===== src/design/tmr_defines.svh =====
// Constants of the 8-bit timer waveform control block.
`ifndef TMR_DEFINES_SVH
`define TMR_DEFINES_SVH
`define TMR_AW            3
`define TMR_A_WOC         3'h0
`define TMR_A_CTLB        3'h1
`define TMR_A_CNT         3'h2
`define TMR_A_CMPA        3'h3
`define TMR_A_CMPB        3'h4
`define TMR_A_FLAG        3'h5
`define TMR_A_MASK        3'h6
`define TMR_WOC_RST       8'h00
`define TMR_WOC_WMASK     8'hf3
`define TMR_CA_HI         7
`define TMR_CA_LO         6
`define TMR_CB_HI         5
`define TMR_CB_LO         4
`define TMR_WM_HI         1
`define TMR_WM_LO         0
`define TMR_CB_FRC_A      7
`define TMR_CB_FRC_B      6
`define TMR_CB_WM2        3
`define TMR_CB_ASYNC      1
`define TMR_CB_RUN        0
`define TMR_FL_WRAP       0
`define TMR_FL_MA         1
`define TMR_FL_MB         2
`define TMR_FL_MASK       3'h7
`define TMR_MAX           8'hff
`define TMR_BOTTOM        8'h00
`define TMR_MODE_NORM     3'h0
`define TMR_MODE_PC_FF    3'h1
`define TMR_MODE_CTC      3'h2
`define TMR_MODE_FAST_FF  3'h3
`define TMR_MODE_RSV4     3'h4
`define TMR_MODE_PC_A     3'h5
`define TMR_MODE_RSV6     3'h6
`define TMR_MODE_FAST_A   3'h7
`define TMR_ACT_OFF       2'h0
`define TMR_ACT_TGL       2'h1
`define TMR_ACT_CLR       2'h2
`define TMR_ACT_SET       2'h3
`endif


===== src/design/tmr_pkg.sv =====
// Types shared by the timer waveform control modules.
package tmr_pkg;
    // Waveform class derived from the mode field.
    typedef enum logic [2:0] {
        TMR_CLS_PLAIN = 3'b001,
        TMR_CLS_FAST  = 3'b010,
        TMR_CLS_PC    = 3'b100
    } tmr_cls_t;
endpackage


===== src/design/tmr_timing_if.sv =====
// Counter timing events shared by both compare channels.
`timescale 1ns/1ns
interface tmr_timing_if;
    import tmr_pkg::*;
    logic     tick;
    logic     at_top;
    logic     down;
    logic     top_bit;
    tmr_cls_t cls;
    modport src (output tick, at_top, down, top_bit, cls);
    modport chan (input tick, at_top, down, top_bit, cls);
endinterface


===== src/design/tmr_wave_chan.sv =====
// One compare channel: waveform output register and its actions.
`timescale 1ns/1ns
`include "tmr_defines.svh"
module tmr_wave_chan
    import tmr_pkg::*;
(
    // Clock and reset.
    input  wire logic       i_clk,
    input  wire logic       i_rst_b,
    // Shared counter timing.
    tmr_timing_if.chan      tm,
    // Channel controls.
    input  wire logic [1:0] i_act,
    input  wire logic       i_match,
    input  wire logic       i_cmp_eq_top,
    input  wire logic       i_force,
    input  wire logic       i_is_b,
    // Waveform level.
    output logic            o_wave
);
    logic wave_r;
    logic wave_nxt;
    logic hit;

    assign o_wave = wave_r;

    // Decide the next waveform level from mode, action and events.
    always_comb begin
        wave_nxt = wave_r;
        hit      = i_match && tm.tick;
        unique case (tm.cls)
            TMR_CLS_PLAIN: begin
                if (hit || i_force) begin
                    unique case (i_act)
                        `TMR_ACT_TGL: wave_nxt = ~wave_r;
                        `TMR_ACT_CLR: wave_nxt = 1'b0;
                        `TMR_ACT_SET: wave_nxt = 1'b1;
                        `TMR_ACT_OFF: wave_nxt = wave_r;
                    endcase
                end
            end
            TMR_CLS_FAST: begin
                if (i_act == `TMR_ACT_TGL) begin
                    if (hit && tm.top_bit && !i_is_b) begin
                        wave_nxt = ~wave_r;
                    end
                end else if (i_act[1]) begin
                    // A match at TOP is dropped so the TOP action wins.
                    if (tm.tick && tm.at_top) begin
                        wave_nxt = ~i_act[0];
                    end else if (hit && !i_cmp_eq_top) begin
                        wave_nxt = i_act[0];
                    end
                end
            end
            TMR_CLS_PC: begin
                if (i_act == `TMR_ACT_TGL) begin
                    if (hit && tm.top_bit && !i_is_b) begin
                        wave_nxt = ~wave_r;
                    end
                end else if (i_act[1]) begin
                    if (i_cmp_eq_top) begin
                        if (tm.tick && tm.at_top) begin
                            wave_nxt = ~i_act[0];
                        end
                    end else if (hit) begin
                        wave_nxt = tm.down ? ~i_act[0] : i_act[0];
                    end
                end
            end
        endcase
    end

    // Waveform register.
    always_ff @(posedge i_clk) begin
        if (!i_rst_b) begin
            wave_r <= 1'b0;
        end else begin
            wave_r <= wave_nxt;
        end
    end
endmodule


===== src/design/tmr_top.sv =====
// Top of the 8-bit timer with mode control and two compare channels.
`timescale 1ns/1ns
`include "tmr_defines.svh"
module tmr_top
    import tmr_pkg::*;
(
    // Clock and reset.
    input  wire logic              i_clk,
    input  wire logic              i_rst_b,
    // Register port.
    input  wire logic [`TMR_AW-1:0] i_addr,
    input  wire logic [7:0]        i_wdata,
    input  wire logic              i_wr,
    input  wire logic              i_rd,
    output logic [7:0]             o_rdata,
    // Timer oscillator and vector acknowledges.
    input  wire logic              i_osc,
    input  wire logic [2:0]        i_vec_ack,
    // Normal port function of the two pins.
    input  wire logic              i_port_a_data,
    input  wire logic              i_port_a_dir,
    input  wire logic              i_port_b_data,
    input  wire logic              i_port_b_dir,
    // Waveform pins and interrupt.
    output logic                   o_chan_a_wave_pin,
    output logic                   o_chan_a_wave_pin_oe,
    output logic                   o_chan_b_wave_pin,
    output logic                   o_chan_b_wave_pin_oe,
    output logic                   o_irq
);
    // Control and data registers.
    logic [7:0] waveform_output_control_r;
    logic       wave_mode_top_bit_r;
    logic       async_sel_r;
    logic       run_r;
    logic [7:0] count_value_r;
    logic [7:0] cmp_a_buf_r;
    logic [7:0] cmp_b_buf_r;
    logic [7:0] cmp_a_r;
    logic [7:0] cmp_b_r;
    logic [2:0] flag_r;
    logic [2:0] mask_r;
    logic [7:0] rdata_r;
    logic       irq_r;
    logic       down_r;
    logic       blk_r;
    logic       pin_a_r;
    logic       pin_a_oe_r;
    logic       pin_b_r;
    logic       pin_b_oe_r;
    // Oscillator synchroniser and edge state.
    logic       osc_s1_r;
    logic       osc_s2_r;
    logic       osc_s3_r;
    logic       osc_lvl_r;
    // Decoded signals.
    logic [2:0] mode;
    logic [1:0] chan_a_output_action;
    logic [1:0] chan_b_output_action;
    logic       timer_tick_enable;
    logic       osc_rise;
    logic [7:0] top_val;
    logic       at_top;
    logic       match_a;
    logic       match_b;
    logic       wrap_evt;
    logic       upd_now;
    logic       wr_cnt;
    logic [7:0] cnt_nxt;
    logic       down_nxt;
    logic [2:0] flag_set;
    logic [2:0] flag_clr;
    logic       frc_a;
    logic       frc_b;
    logic       wave_a;
    logic       wave_b;
    logic       conn_a;
    tmr_cls_t   cls;

    tmr_timing_if tm ();

    assign o_rdata              = rdata_r;
    assign o_irq                = irq_r;
    assign o_chan_a_wave_pin    = pin_a_r;
    assign o_chan_a_wave_pin_oe = pin_a_oe_r;
    assign o_chan_b_wave_pin    = pin_b_r;
    assign o_chan_b_wave_pin_oe = pin_b_oe_r;

    // Mode field spans two registers.
    assign mode = {wave_mode_top_bit_r,
        waveform_output_control_r[`TMR_WM_HI:`TMR_WM_LO]};
    assign chan_a_output_action =
        waveform_output_control_r[`TMR_CA_HI:`TMR_CA_LO];
    assign chan_b_output_action =
        waveform_output_control_r[`TMR_CB_HI:`TMR_CB_LO];

    // Mode decode; reserved codes fall back to plain counting.
    always_comb begin
        cls     = TMR_CLS_PLAIN;
        top_val = `TMR_MAX;
        upd_now = 1'b1;
        unique case (mode)
            `TMR_MODE_PC_FF: begin
                cls     = TMR_CLS_PC;
                upd_now = 1'b0;
            end
            `TMR_MODE_CTC: begin
                top_val = cmp_a_r;
            end
            `TMR_MODE_FAST_FF: begin
                cls     = TMR_CLS_FAST;
                upd_now = 1'b0;
            end
            `TMR_MODE_PC_A: begin
                cls     = TMR_CLS_PC;
                top_val = cmp_a_r;
                upd_now = 1'b0;
            end
            `TMR_MODE_FAST_A: begin
                cls     = TMR_CLS_FAST;
                top_val = cmp_a_r;
                upd_now = 1'b0;
            end
            default: begin
                cls     = TMR_CLS_PLAIN;
                top_val = `TMR_MAX;
                upd_now = 1'b1;
            end
        endcase
    end

    // Oscillator pin passes three flops; a rising edge counts once stages agree.
    always_ff @(posedge i_clk) begin
        if (!i_rst_b) begin
            osc_s1_r  <= 1'b0;
            osc_s2_r  <= 1'b0;
            osc_s3_r  <= 1'b0;
            osc_lvl_r <= 1'b0;
        end else begin
            osc_s1_r <= i_osc;
            osc_s2_r <= osc_s1_r;
            osc_s3_r <= osc_s2_r;
            if (osc_s2_r == osc_s3_r) begin
                osc_lvl_r <= osc_s3_r;
            end
        end
    end

    assign osc_rise = (osc_s2_r == osc_s3_r) && osc_s3_r && !osc_lvl_r;
    // Synchronous mode ticks every I/O clock; prescaling lies upstream.
    assign timer_tick_enable = run_r &&
        (async_sel_r ? osc_rise : 1'b1);

    assign at_top   = (count_value_r == top_val);
    assign wr_cnt   = i_wr && (i_addr == `TMR_A_CNT);
    // A software write to the counter hides the match on the next tick.
    assign match_a  = (count_value_r == cmp_a_r) && !blk_r;
    assign match_b  = (count_value_r == cmp_b_r) && !blk_r;
    assign frc_a    = i_wr && (i_addr == `TMR_A_CTLB) &&
        i_wdata[`TMR_CB_FRC_A] && (cls == TMR_CLS_PLAIN);
    assign frc_b    = i_wr && (i_addr == `TMR_A_CTLB) &&
        i_wdata[`TMR_CB_FRC_B] && (cls == TMR_CLS_PLAIN);

    // Next count value and direction.
    always_comb begin
        cnt_nxt  = count_value_r;
        down_nxt = down_r;
        wrap_evt = 1'b0;
        if (timer_tick_enable) begin
            unique case (cls)
                TMR_CLS_PC: begin
                    if (!down_r) begin
                        if (at_top) begin
                            down_nxt = 1'b1;
                            cnt_nxt  = count_value_r - 8'h01;
                        end else begin
                            cnt_nxt  = count_value_r + 8'h01;
                        end
                    end else if (count_value_r == `TMR_BOTTOM) begin
                        down_nxt = 1'b0;
                        cnt_nxt  = count_value_r + 8'h01;
                        wrap_evt = 1'b1;
                    end else begin
                        cnt_nxt  = count_value_r - 8'h01;
                    end
                end
                default: begin
                    down_nxt = 1'b0;
                    if (at_top) begin
                        cnt_nxt = `TMR_BOTTOM;
                    end else begin
                        cnt_nxt = count_value_r + 8'h01;
                    end
                    if (mode == `TMR_MODE_FAST_A) begin
                        wrap_evt = at_top;
                    end else begin
                        wrap_evt = (count_value_r == `TMR_MAX);
                    end
                end
            endcase
        end
    end

    // Counter, direction and match blanking.
    always_ff @(posedge i_clk) begin
        if (!i_rst_b) begin
            count_value_r <= `TMR_BOTTOM;
            down_r        <= 1'b0;
            blk_r         <= 1'b0;
        end else begin
            down_r <= down_nxt;
            if (wr_cnt) begin
                count_value_r <= i_wdata;
                blk_r         <= 1'b1;
            end else begin
                count_value_r <= cnt_nxt;
                if (timer_tick_enable) begin
                    blk_r <= 1'b0;
                end
            end
        end
    end

    // Software writes of control registers and compare buffers.
    always_ff @(posedge i_clk) begin
        if (!i_rst_b) begin
            waveform_output_control_r <= `TMR_WOC_RST;
            wave_mode_top_bit_r       <= 1'b0;
            async_sel_r               <= 1'b0;
            run_r                     <= 1'b0;
            cmp_a_buf_r               <= `TMR_BOTTOM;
            cmp_b_buf_r               <= `TMR_BOTTOM;
            mask_r                    <= 3'h0;
        end else if (i_wr) begin
            unique case (i_addr)
                `TMR_A_WOC: waveform_output_control_r <=
                    i_wdata & `TMR_WOC_WMASK;
                `TMR_A_CTLB: begin
                    wave_mode_top_bit_r <= i_wdata[`TMR_CB_WM2];
                    async_sel_r         <= i_wdata[`TMR_CB_ASYNC];
                    run_r               <= i_wdata[`TMR_CB_RUN];
                end
                `TMR_A_CMPA: cmp_a_buf_r <= i_wdata;
                `TMR_A_CMPB: cmp_b_buf_r <= i_wdata;
                `TMR_A_MASK: mask_r      <= i_wdata[2:0];
                default: ;
            endcase
        end
    end

    // Active compare values: direct in plain modes, at TOP in PWM.
    always_ff @(posedge i_clk) begin
        if (!i_rst_b) begin
            cmp_a_r <= `TMR_BOTTOM;
            cmp_b_r <= `TMR_BOTTOM;
        end else if (upd_now || (timer_tick_enable && at_top)) begin
            cmp_a_r <= cmp_a_buf_r;
            cmp_b_r <= cmp_b_buf_r;
        end
    end

    // Sticky flags; a new event wins over a clear in the same cycle.
    assign flag_set = {match_b && timer_tick_enable,
                       match_a && timer_tick_enable, wrap_evt};
    assign flag_clr = i_vec_ack |
        ((i_wr && i_addr == `TMR_A_FLAG) ? i_wdata[2:0] : 3'h0);

    always_ff @(posedge i_clk) begin
        if (!i_rst_b) begin
            flag_r <= 3'h0;
            irq_r  <= 1'b0;
        end else begin
            flag_r <= (flag_r & ~flag_clr) | flag_set;
            irq_r  <= |(((flag_r & ~flag_clr) | flag_set) & mask_r);
        end
    end

    // Timing shared with the channel units.
    assign tm.tick    = timer_tick_enable;
    assign tm.at_top  = at_top;
    assign tm.down    = down_r;
    assign tm.top_bit = wave_mode_top_bit_r;
    assign tm.cls     = cls;

    tmr_wave_chan u_chan_a (
        .i_clk        (i_clk),
        .i_rst_b      (i_rst_b),
        .tm           (tm),
        .i_act        (chan_a_output_action),
        .i_match      (match_a),
        .i_cmp_eq_top (cmp_a_r == top_val),
        .i_force      (frc_a),
        .i_is_b       (1'b0),
        .o_wave       (wave_a)
    );

    tmr_wave_chan u_chan_b (
        .i_clk        (i_clk),
        .i_rst_b      (i_rst_b),
        .tm           (tm),
        .i_act        (chan_b_output_action),
        .i_match      (match_b),
        .i_cmp_eq_top (cmp_b_r == top_val),
        .i_force      (frc_b),
        .i_is_b       (1'b1),
        .o_wave       (wave_b)
    );

    // PWM toggle without the top mode bit leaves pin A to the port.
    assign conn_a = (|chan_a_output_action) && !(cls != TMR_CLS_PLAIN &&
        chan_a_output_action == `TMR_ACT_TGL && !wave_mode_top_bit_r);

    // Pin mux: a connected action field steals the pin from the port.
    always_ff @(posedge i_clk) begin
        if (!i_rst_b) begin
            pin_a_r    <= 1'b0;
            pin_a_oe_r <= 1'b0;
            pin_b_r    <= 1'b0;
            pin_b_oe_r <= 1'b0;
        end else begin
            pin_a_r    <= conn_a ? wave_a : i_port_a_data;
            pin_b_r    <= (|chan_b_output_action) ? wave_b
                                                  : i_port_b_data;
            // The driver only follows the direction bit.
            pin_a_oe_r <= i_port_a_dir;
            pin_b_oe_r <= i_port_b_dir;
        end
    end

    // Read data, valid the cycle after the strobe.
    always_ff @(posedge i_clk) begin
        if (!i_rst_b) begin
            rdata_r <= 8'h00;
        end else if (i_rd) begin
            unique case (i_addr)
                `TMR_A_WOC:  rdata_r <= waveform_output_control_r;
                `TMR_A_CTLB: rdata_r <= {4'h0, wave_mode_top_bit_r, 1'b0,
                                         async_sel_r, run_r};
                `TMR_A_CNT:  rdata_r <= count_value_r;
                `TMR_A_CMPA: rdata_r <= cmp_a_buf_r;
                `TMR_A_CMPB: rdata_r <= cmp_b_buf_r;
                `TMR_A_FLAG: rdata_r <= {5'h00, flag_r};
                `TMR_A_MASK: rdata_r <= {5'h00, mask_r};
                default:     rdata_r <= 8'h00;
            endcase
        end else begin
            rdata_r <= 8'h00;
        end
    end
endmodule


===== config.mk =====
export PLATFORM = sky130hd
export DESIGN_NAME = tmr_top
export DESIGN_NICKNAME = d
export VERILOG_FILES = /design/src/design/tmr_pkg.sv /design/src/design/tmr_timing_if.sv /design/src/design/tmr_wave_chan.sv /design/src/design/tmr_top.sv
export VERILOG_INCLUDE_DIRS = /design/src /design/src/design
export SDC_FILE = /design/constraint.sdc
export NUM_CORES = 1
export LEC_CHECK = 0
export ABC_AREA = 0
export BUFFER_PORTS_ARGS = -buffer_cell sky130_fd_sc_hd__buf_2
export CORE_ASPECT_RATIO = 0.75
export CORE_MARGIN = 1
export CORE_UTILIZATION = 45
export DETAILED_ROUTE_END_ITERATION = 10
export GPL_ROUTABILITY_DRIVEN = 1
export SLEW_MARGIN = 20
export SYNTH_ARGS = -nofsm -noshare
export SYNTH_HDL_FRONTEND = slang
export SYNTH_SLANG_ARGS = --single-unit

===== constraint.sdc =====
create_clock -name i_clk -period 5.8 [get_ports i_clk]
set_input_delay 0.87 -clock i_clk [delete_from_list [all_inputs] [get_ports i_clk]]
set_output_delay 0.87 -clock i_clk [all_outputs]
set_load 0.03 [all_outputs]

[After elaboration in Yosys (flattened, before gate mapping)]
Cells that the tools add are included.
Operators by class
  add/sub/neg operators: 2
  eq/ne operators: 44
  muxes and demuxes: 53
  bitwise operators: 9
  reductions and logical operators: 50
Operator list (number)
  $mux 8: 8
  $pmux 8 s7: 1
  $eq 8x8->1: 5
  $mux 1: 38
  $logic_and 1x1->1: 21
  $eq 3x3->1 const B: 6
  $eq 3x2->1 const B: 5
  $ne 2x2->1 const B: 6
  $pmux 1 s3: 4
  $reduce_and 2->1: 6
  $eq 3x1->1 const B: 3
  $ne 3x3->1 const B: 3
  $reduce_and 9->1: 1
  $add 8x1->8 const B: 1
  $eq 2x2->1 const B: 4
  $eq 8x8->1 const B: 1
  $logic_not 8->1: 1
  $reduce_or 2->1: 4
  $sub 8x1->8 const B: 1
  $reduce_and 7->1: 1
  $and 3x3->3: 2
  $logic_not 1->1: 6
  $ne 3x1->1 const B: 2
  $or 3x3->3: 2
  other kinds (17): 26
Word-level totals
  bits in registers: 76
  input bits: 23
  output and inout port bits: 13
  logic and storage cells: 183

[Longest topological paths before layout]
Gate-level depths: netlist of the first run.
  depth after elaboration: 12
  depth in mapped cells: 11
  mapped depth without buffers: 9

[Modules after synthesis]
Synthesis of the first run repeated with hierarchy kept, for this count alone.
Unflattened totals
  cell total of the unflattened synthesis: 604
  area total of the unflattened synthesis: 4750.8 sq um
By module, submodules not included
  tmr_top: times used 1, cells an instance 538, area each 4302.9 sq um, seq. area each 1481.4 sq um
  tmr_wave_chan: times used 2, cells an instance 33, area each 224.0 sq um, seq. area each 20.0 sq um

[Least setup slack after synthesis of the first run]
OpenSTA, ideal clock, no wires.
  path kind: register to register
  from: reg cmp_a_r[7]
  to: reg cmp_a_r[0]
  setup time: 0.128 ns
  arrival: 2.714 ns
  data required time: 5.672 ns
  slack: 2.958 ns
  cell stages (with the launch flop): 11
  path buffers: 3
  clock period less this slack: 2.842 ns
  path through: dfxtp_1 buf_6 or4b_2 o211ai_1 a311oi_1 or4_1 buf_2 o21ai_4 buf_8 mux2i_1 nor2_1
On the way
  cells in the longest elaborated chain, start to end: 4
RTL lines
  from (decl): RTL line tmr_top.sv:39  | logic [7:0] cmp_a_r;
  from (signal assigned): RTL line tmr_top.sv:254  | cmp_a_r <= `TMR_BOTTOM;
  from (signal assigned): RTL line tmr_top.sv:257  | cmp_a_r <= cmp_a_buf_r;
  $mux 8: RTL line tmr_top.sv:102  | unique case (mode)
  $eq 8x8->1: RTL line tmr_top.sv:154  | assign at_top = (count_value_r == top_val);
  $logic_and 1x1->1: RTL line tmr_top.sv:256  | end else if (upd_now || (timer_tick_enable && at_top)) begin
  $logic_or 1x1->1: RTL line tmr_top.sv:256
No other way between the ends.
A chain may end at the register's enable or synchronous reset.

[Worst setup path after layout of the first run]
  from: reg waveform_output_control_r[0]
  to: reg cmp_a_r[2]
On the way
  cells in the longest elaborated chain, start to end: 6
RTL lines
  from (decl): RTL line tmr_top.sv:32  | logic [7:0] waveform_output_control_r;
  from (signal assigned): RTL line tmr_top.sv:227  | waveform_output_control_r <= `TMR_WOC_RST;
  from (signal assigned): RTL line tmr_top.sv:236  | `TMR_A_WOC: waveform_output_control_r <=
  $eq 3x3->1 or $eq 3x2->1 (tied branches): RTL line tmr_top.sv:102
  $reduce_or 3->1 (no line)
  $mux 8: RTL line tmr_top.sv:102
  $eq 8x8->1: RTL line tmr_top.sv:154
  $logic_and 1x1->1: RTL line tmr_top.sv:256
  $logic_or 1x1->1 *: RTL line tmr_top.sv:256
Mark *: on every way between the ends. The rest lies on a longest branch, timed or not.

==> impl_metrics.json, run 1 <==
{
  "dieArea_um2": 10800,
  "swShare_pct": 24.9,
  "synthTopCellsByArea": "dfxtp_1 (33%), mux2i_1 (9.0%), nor2_1 (6.2%), nand2_1 (4.6%), a21oi_1 (3.0%)",
  "timing.final.crit_period_ns": 3.56,
  "cp-start-kind": "flop",
  "antenna_left": 0,
  "p_leak_uw": 0.00206,
  "core_area_um2": 9850,
  "synth-seq-cells": 76,
  "clock-root-buffer": "clkbuf_16",
  "p_int_uw": 956,
  "slew-limit-headroom_pct": 32.3,
  "synthSimpleGateAreaFrac_pct": 24.2,
  "ys.flop_type": "dfxtp_1",
  "gp_congestion": 0.872,
  "synth_area_um2": 4660,
  "seqPwrFrac_pct": 43.9,
  "initial_utilization_pct": 47.3,
  "fin_skew_ns": 0.00628,
  "yosys_warnings": 0,
  "synth_top_area_share_pct": 32.6,
  "power_switching_uw": 317,
  "tightest_slew_ns": 1.01,
  "cp.arrival_ns": 3.76,
  "avgViaCountPerCell": 6.20,
  "cts_resized": 0,
  "area_delta_synth_final_pct": 10.6,
  "cts_tree": "built",
  "portBuffers": 35,
  "cp_max_fo": 17,
  "fin_crit_sh_pct": 61.4,
  "rows": 31,
  "ys_types": 64,
  "cts_max_path_buffers": 2,
  "yosys.area_share.xor_xnor_pct": 5.26,
  "cts_setup_buffers": 0,
  "yosys.area.top_type": "dfxtp_1",
  "numCtsBuffers": 9,
  "synth_top_family_by_area": "simple AND/OR/NAND/NOR gates",
  "fin_hold_ws_ns": 0.432,
  "p_per_area_nw_per_um2": 247,
  "synth_adder_area_share_pct": 1.88,
  "reg2reg_depth": 7,
  "end_kind": "flop",
  "drtIter0Drc": 388,
  "hold_depth": 1,
  "synth-edff-count": 0,
  "antenna_found_initial": 0,
  "fmax_mhz": 281,
  "clock_latency_ns": 0.34,
  "drc_errors": 0,
  "hold_buffers": 0,
  "peakVddDrop_mv": 0.217,
  "min_path_type": "flop to flop",
  "criticalPathCategory": "flop to flop",
  "maxCapViolations": 0,
  "hold_violations": 0,
  "synth_fp_nets": 608,
  "worstPathRequired_ns": 6.00,
  "avgSynthCellArea_um2": 8.06,
  "via_count": 4450,
  "antenna_cells": 0,
  "status": "finished, final reports clean",
  "chipWidth_um": 120,
  "finalSetupViolCount": 0,
  "grt_max_degree": 52,
  "die_y_um": 90.1,
  "ys_seq_area_share_pct": 32.6,
  "dp_hpwl_mm": 10.1,
  "cts.sinks": 76,
  "fin_nets": 612,
  "setup-tns-final_ns": 0,
  "grtUsageTotal_pct": 27.5,
  "dp.cells": 703,
  "wl_per_cell_um": 19.9,
  "clk_pin_slew_ns": 0.06,
  "syn_inst": 578,
  "first_pass_iters": 5,
  "synth_compound_area_share_pct": 19.9,
  "cts_htree_levels": 3,
  "clockPowerShare_pct": 46.1,
  "async_reset_ff_share_pct": 0,
  "ioPinCount": 36,
  "grt_overflow_total": 0,
  "synthMuxAreaShare_pct": 10.6,
  "combPwrFrac_pct": 10.0,
  "grt_pass1_wl_mm": 22.7,
  "finalMaxSlewViolations": 0,
  "first_global_vias": 4171,
  "drive_above_1_share_pct": 11.4,
  "routed_wl_mm": 14.3,
  "instances_no_fill": 718,
  "grt_setup_unrepaired": "false"
}
==> routing by layer <==
layer / routed length [µm] / vias to the layer above / GRT usage, %
met5: 0 / - / 0
met4: 223 / 0 / 8.75
met3: 1350 / 23 / 8.06
met2: 5980 / 221 / 39.5
met1: 6720 / 2092 / 39.2
li1: - / 2114 / -
==> synthesized netlist by cell type, types with 9 or more instances <==
cell type,count
nand3_1,9
dfxtp_1,76
mux2i_1,42
a31oi_1,18
xnor2_1,13
xor2_1,15
a21oi_1,28
clkbuf_1,35
o211ai_1,11
inv_1,14
nor3_1,10
nor2_1,77
nand2_1,57
o21ai_0,26
==> cell families (layout without fill, tap and decap cells) <==
family | after synthesis | after routing
AOI/OAI and AO/OA | 137 | 137
xor gates and xnor gates | 28 | 28
adders and majority gates | 7 | 7
buffers and inverters | 61 | 69
DFF | 76 | 76
muxes | 47 | 47
and+or+nand+nor | 222 | 222
==> stage by stage <==
step	setup WS [ns]	utilization [%]	area, µm²	total power [µW]
2_1_floorplan	2.96	-	4660	652
3_3_place_gp	2.38	49.1	4840	693
3_5_place_dp	2.31	49.1	4840	693
4_1_cts	2.29	52.2	5140	1280
5_1_grt	1.92	52.3	5150	1320
6_report	2.24	52.3	5150	1270
==> power by group through the flow <==
stage	sequential, µW	combinational [µW]	clock [µW]
2_1_floorplan	555	96.9	0
3_3_place_gp	569	124	0
3_5_place_dp	569	124	0
4_1_cts	558	125	600
5_1_grt	560	139	619
6_report	559	128	587
==> worst paths after layout <==
| check | startpoint | endpoint | slack (ns) |
|---|---|---|---|
| max | waveform_output_control_r[0] | cmp_a_r[2] | 2.24 |
| min reg2reg | osc_s1_r | osc_s2_r | 0.43 |
| min | osc_s1_r | osc_s2_r | 0.43 |
| max reg2reg | waveform_output_control_r[0] | cmp_a_r[2] | 2.24 |
==> cell type report <==
type / count / area (µm²)
well taps: 132 / 165
clock buffers: 10 / 229
clock inverters: 5 / 77.6
repair buffers: 40 / 213
fillers: 966 / 4700
flip-flops and latches: 76 / 1520
inverters: 14 / 52.6
multi-input cells: 441 / 2900
==> cell usage in the layout, fill, tap and decap left out, types with 8 or more instances in the layout <==
cell | synthesis | layout
nand2_1 | 57 | 57
mux2i_1 | 42 | 42
o211ai_1 | 11 | 11
a21oi_1 | 28 | 28
clkbuf_16 | 0 | 9
buf_2 | 5 | 35
nand3_1 | 9 | 9
o21ai_0 | 26 | 26
inv_1 | 14 | 14
a31oi_1 | 18 | 18
dfxtp_1 | 76 | 76
nor2_1 | 77 | 77
nor3_1 | 10 | 10
or4bb_1 | 8 | 8
xnor2_1 | 13 | 13
xor2_1 | 15 | 15
==> critical path, stage by stage (launching register included) <==
cell and delay (ns):
dfxtp_1 0.48, or3b_4 0.50, a2111oi_0 0.44, a311oi_1 0.16, or4_1 0.86, o21ai_4 0.66
mux2i_1 0.25, nor2_1 0.06
==> flip-flops by register name, indices dropped and copies added (netlist names), 3 cells and up <==
signal,count
cmp_b_buf_r,8
cmp_a_buf_r,8
waveform_output_control_r,6
cmp_a_r,8
flag_r,3
o_rdata,8
mask_r,3
count_value_r,8
cmp_b_r,8
Power figures use the tool's default switching activity.
==> inputs of run 2 (changes only) <==
--- a/config.mk
+++ b/config.mk
@@ -13,6 +13,7 @@
 export CORE_UTILIZATION = 45
 export DETAILED_ROUTE_END_ITERATION = 10
 export GPL_ROUTABILITY_DRIVEN = 1
+export PLACE_DENSITY = 0.65
 export SLEW_MARGIN = 20
 export SYNTH_ARGS = -nofsm -noshare
 export SYNTH_HDL_FRONTEND = slang
==> constraint.sdc (replaced) <==
create_clock -name i_clk -period 3.1 [get_ports i_clk]
set_input_delay 0.465 -clock i_clk [delete_from_list [all_inputs] [get_ports i_clk]]
set_output_delay 0.465 -clock i_clk [all_outputs]
set_load 0.03 [all_outputs]
==> run 2 against run 1 <==
Effect of this change: global-route usage decreased by 0.55 points; power up 88%; die area is the same; sequential cell count did not move; cell area is 5.3% higher; sequential share of layout area is 1.4 points lower; utilization up 2.8 points; count of clock-buffer cells in the layout is the same; register-to-register slack lost 2.2 ns; sequential power up 84%; largest power group unchanged.
==> impl_metrics.json, run 2 (synthesized netlist as in run 1, its figures left out) <==
{
  "crit_cells": 8,
  "gp_congestion": 0.884,
  "reg2reg_slack_ns": 0.02,
  "fin_crit_sh_pct": 99.3,
  "finalSetupViolCount": 0,
  "p_per_area_nw_per_um2": 441,
  "crit_end": "u_chan_b.o_wave",
  "worstReg2RegEnd": "u_chan_b.o_wave",
  "grt_pass1_wl_mm": 22.5,
  "grtUsageTotal_pct": 27.0,
  "ioPinCount": 36,
  "r2r-start": "waveform_output_control_r[1]",
  "crit_path_start": "waveform_output_control_r[1]",
  "placed_cell_area_um2": 5080,
  "clock_latency_ns": 0.33,
  "grt_overflow_total": 0,
  "die_y_um": 90.1,
  "maxCapViolations": 0,
  "avgViaCountPerCell": 6.29,
  "drc_errors": 0,
  "drive_above_1_share_pct": 16.8,
  "utilization_pct": 55.1,
  "first_pass_iters": 5,
  "hold_violations": 0,
  "core_area_um2": 9850,
  "final_common_cell": "nor2_1",
  "nFillCells": 922,
  "setup-tns-final_ns": 0,
  "slew-limit-headroom_pct": 53.2,
  "dp_hpwl_mm": 10.5,
  "rows": 31,
  "initial_utilization_pct": 47.3,
  "crit_chain": "or3b_4, a2111oi_1, a311oi_2, or4_1, buf_4, nor4_4, a211oi_1, o311a_1",
  "cts_htree_levels": 3,
  "finalMaxSlewViolations": 0,
  "clk_pin_slew_ns": 0.06,
  "via_count": 4717,
  "path_buf_inv": 1,
  "reg2reg_depth": 8,
  "antenna_found_initial": 0,
  "cts_max_path_buffers": 2,
  "area_delta_synth_final_pct": 16.4,
  "fin_skew_ns": 0.00528,
  "p_leak_uw": 0.00224,
  "cp.arrival_ns": 3.30,
  "fmax_mhz": 325,
  "tightest_slew_ns": 0.696,
  "drtIter0Drc": 585,
  "fin_hold_ws_ns": 0.333,
  "mostFrequentLayoutCells": "nor2_1 (77), dfxtp_1 (73), nand2_1 (57)",
  "chipWidth_um": 120,
  "first_global_vias": 4196,
  "cts_tree": "built",
  "wl_per_cell_um": 19.4,
  "final_area_um2": 5430,
  "critPathTopFamily": "simple AND/OR/NAND/NOR gates",
  "cp-start-kind": "flop",
  "dieArea_um2": 10800,
  "criticalPathCategory": "flop to flop",
  "status": "finished, final reports clean",
  "hold_depth": 2,
  "timing.final.crit_period_ns": 3.08,
  "worstPathRequired_ns": 3.32,
  "cts_setup_buffers": 0,
  "min_path_type": "input port to flop",
  "routed_wl_mm": 14.5,
  "cp_slowest_cell": "or4_1",
  "pre_cts_ws_ns": 0.0709,
  "end_kind": "flop",
  "clock-root-buffer": "clkbuf_16",
  "cp_max_fo": 15,
  "fin_nets": 643,
  "fin_ws_ns": 0.0207,
  "numCtsBuffers": 9,
  "antenna_cells": 0,
  "antenna_left": 0,
  "portBuffers": 35,
  "peakVddDrop_mv": 0.277,
  "cpPeakStageDelay_ns": 0.56,
  "grt_max_degree": 30,
  "cts.sinks": 76
}
## run 2: changes by cell type in the layout (fill, tap and decap cells not counted), sizes merged
cell and change:
inv +2, clkinvlp +2, bufinv -1, clkinv -2, buf +31
## run 2: final cells by class
class                           instances  area [µm²]  share of cell area, %
Tap cell                              132         165                   3.04
Timing Repair Buffer                   71         458                   8.44
Inverter                               14        52.6                  0.968
Multi-Input combinational cell        441        2920                   53.7
Clock inverter                          6        70.1                   1.29
Sequential cell                        76        1530                   28.1
Clock buffer                           10         239                   4.40
## run 2: timing repair
action                     4_1_cts  5_1_grt
hold buffers                     0        0
setup endpoints to repair        0       14
gates resized for setup          0       11
## run 2: power by group
| group | internal [µW] | switching, µW | leakage, µW | total, µW |
|---|---|---|---|---|
| Sequential | 999 | 31.0 | 0.000617 | 1030 |
| Clock | 651 | 430 | 0.000142 | 1080 |
| Combinational | 110 | 170 | 0.00148 | 280 |
## run 2: routing by layer
metal / track usage [%] / wire length [µm]
met4: 8.02 / 235
met1: 39.7 / 6490
met2: 38.2 / 6140
met3: 6.92 / 1670
met5: 0 / 0
## run 2: through the flow
step           cells  total power, µW
2_1_floorplan    578             1220
3_3_place_gp     734             1320
3_5_place_dp     734             1320
4_1_cts          750             2390
5_1_grt          750             2470
6_report         750             2390
## run 2: worst min path at each step
| stage | slack (ns) | start | to |
|---|---|---|---|
| 2_1_floorplan | 0.41 | osc_s1_r | osc_s2_r |
| 3_3_place_gp | 0.42 | osc_s1_r | osc_s2_r |
| 3_5_place_dp | 0.42 | osc_s1_r | osc_s2_r |
| 4_1_cts | 0.33 | i_port_a_dir | o_chan_a_wave_pin_oe |
| 5_1_grt | 0.33 | i_osc | osc_s1_r |
| 6_report | 0.33 | i_port_a_dir | o_chan_a_wave_pin_oe |
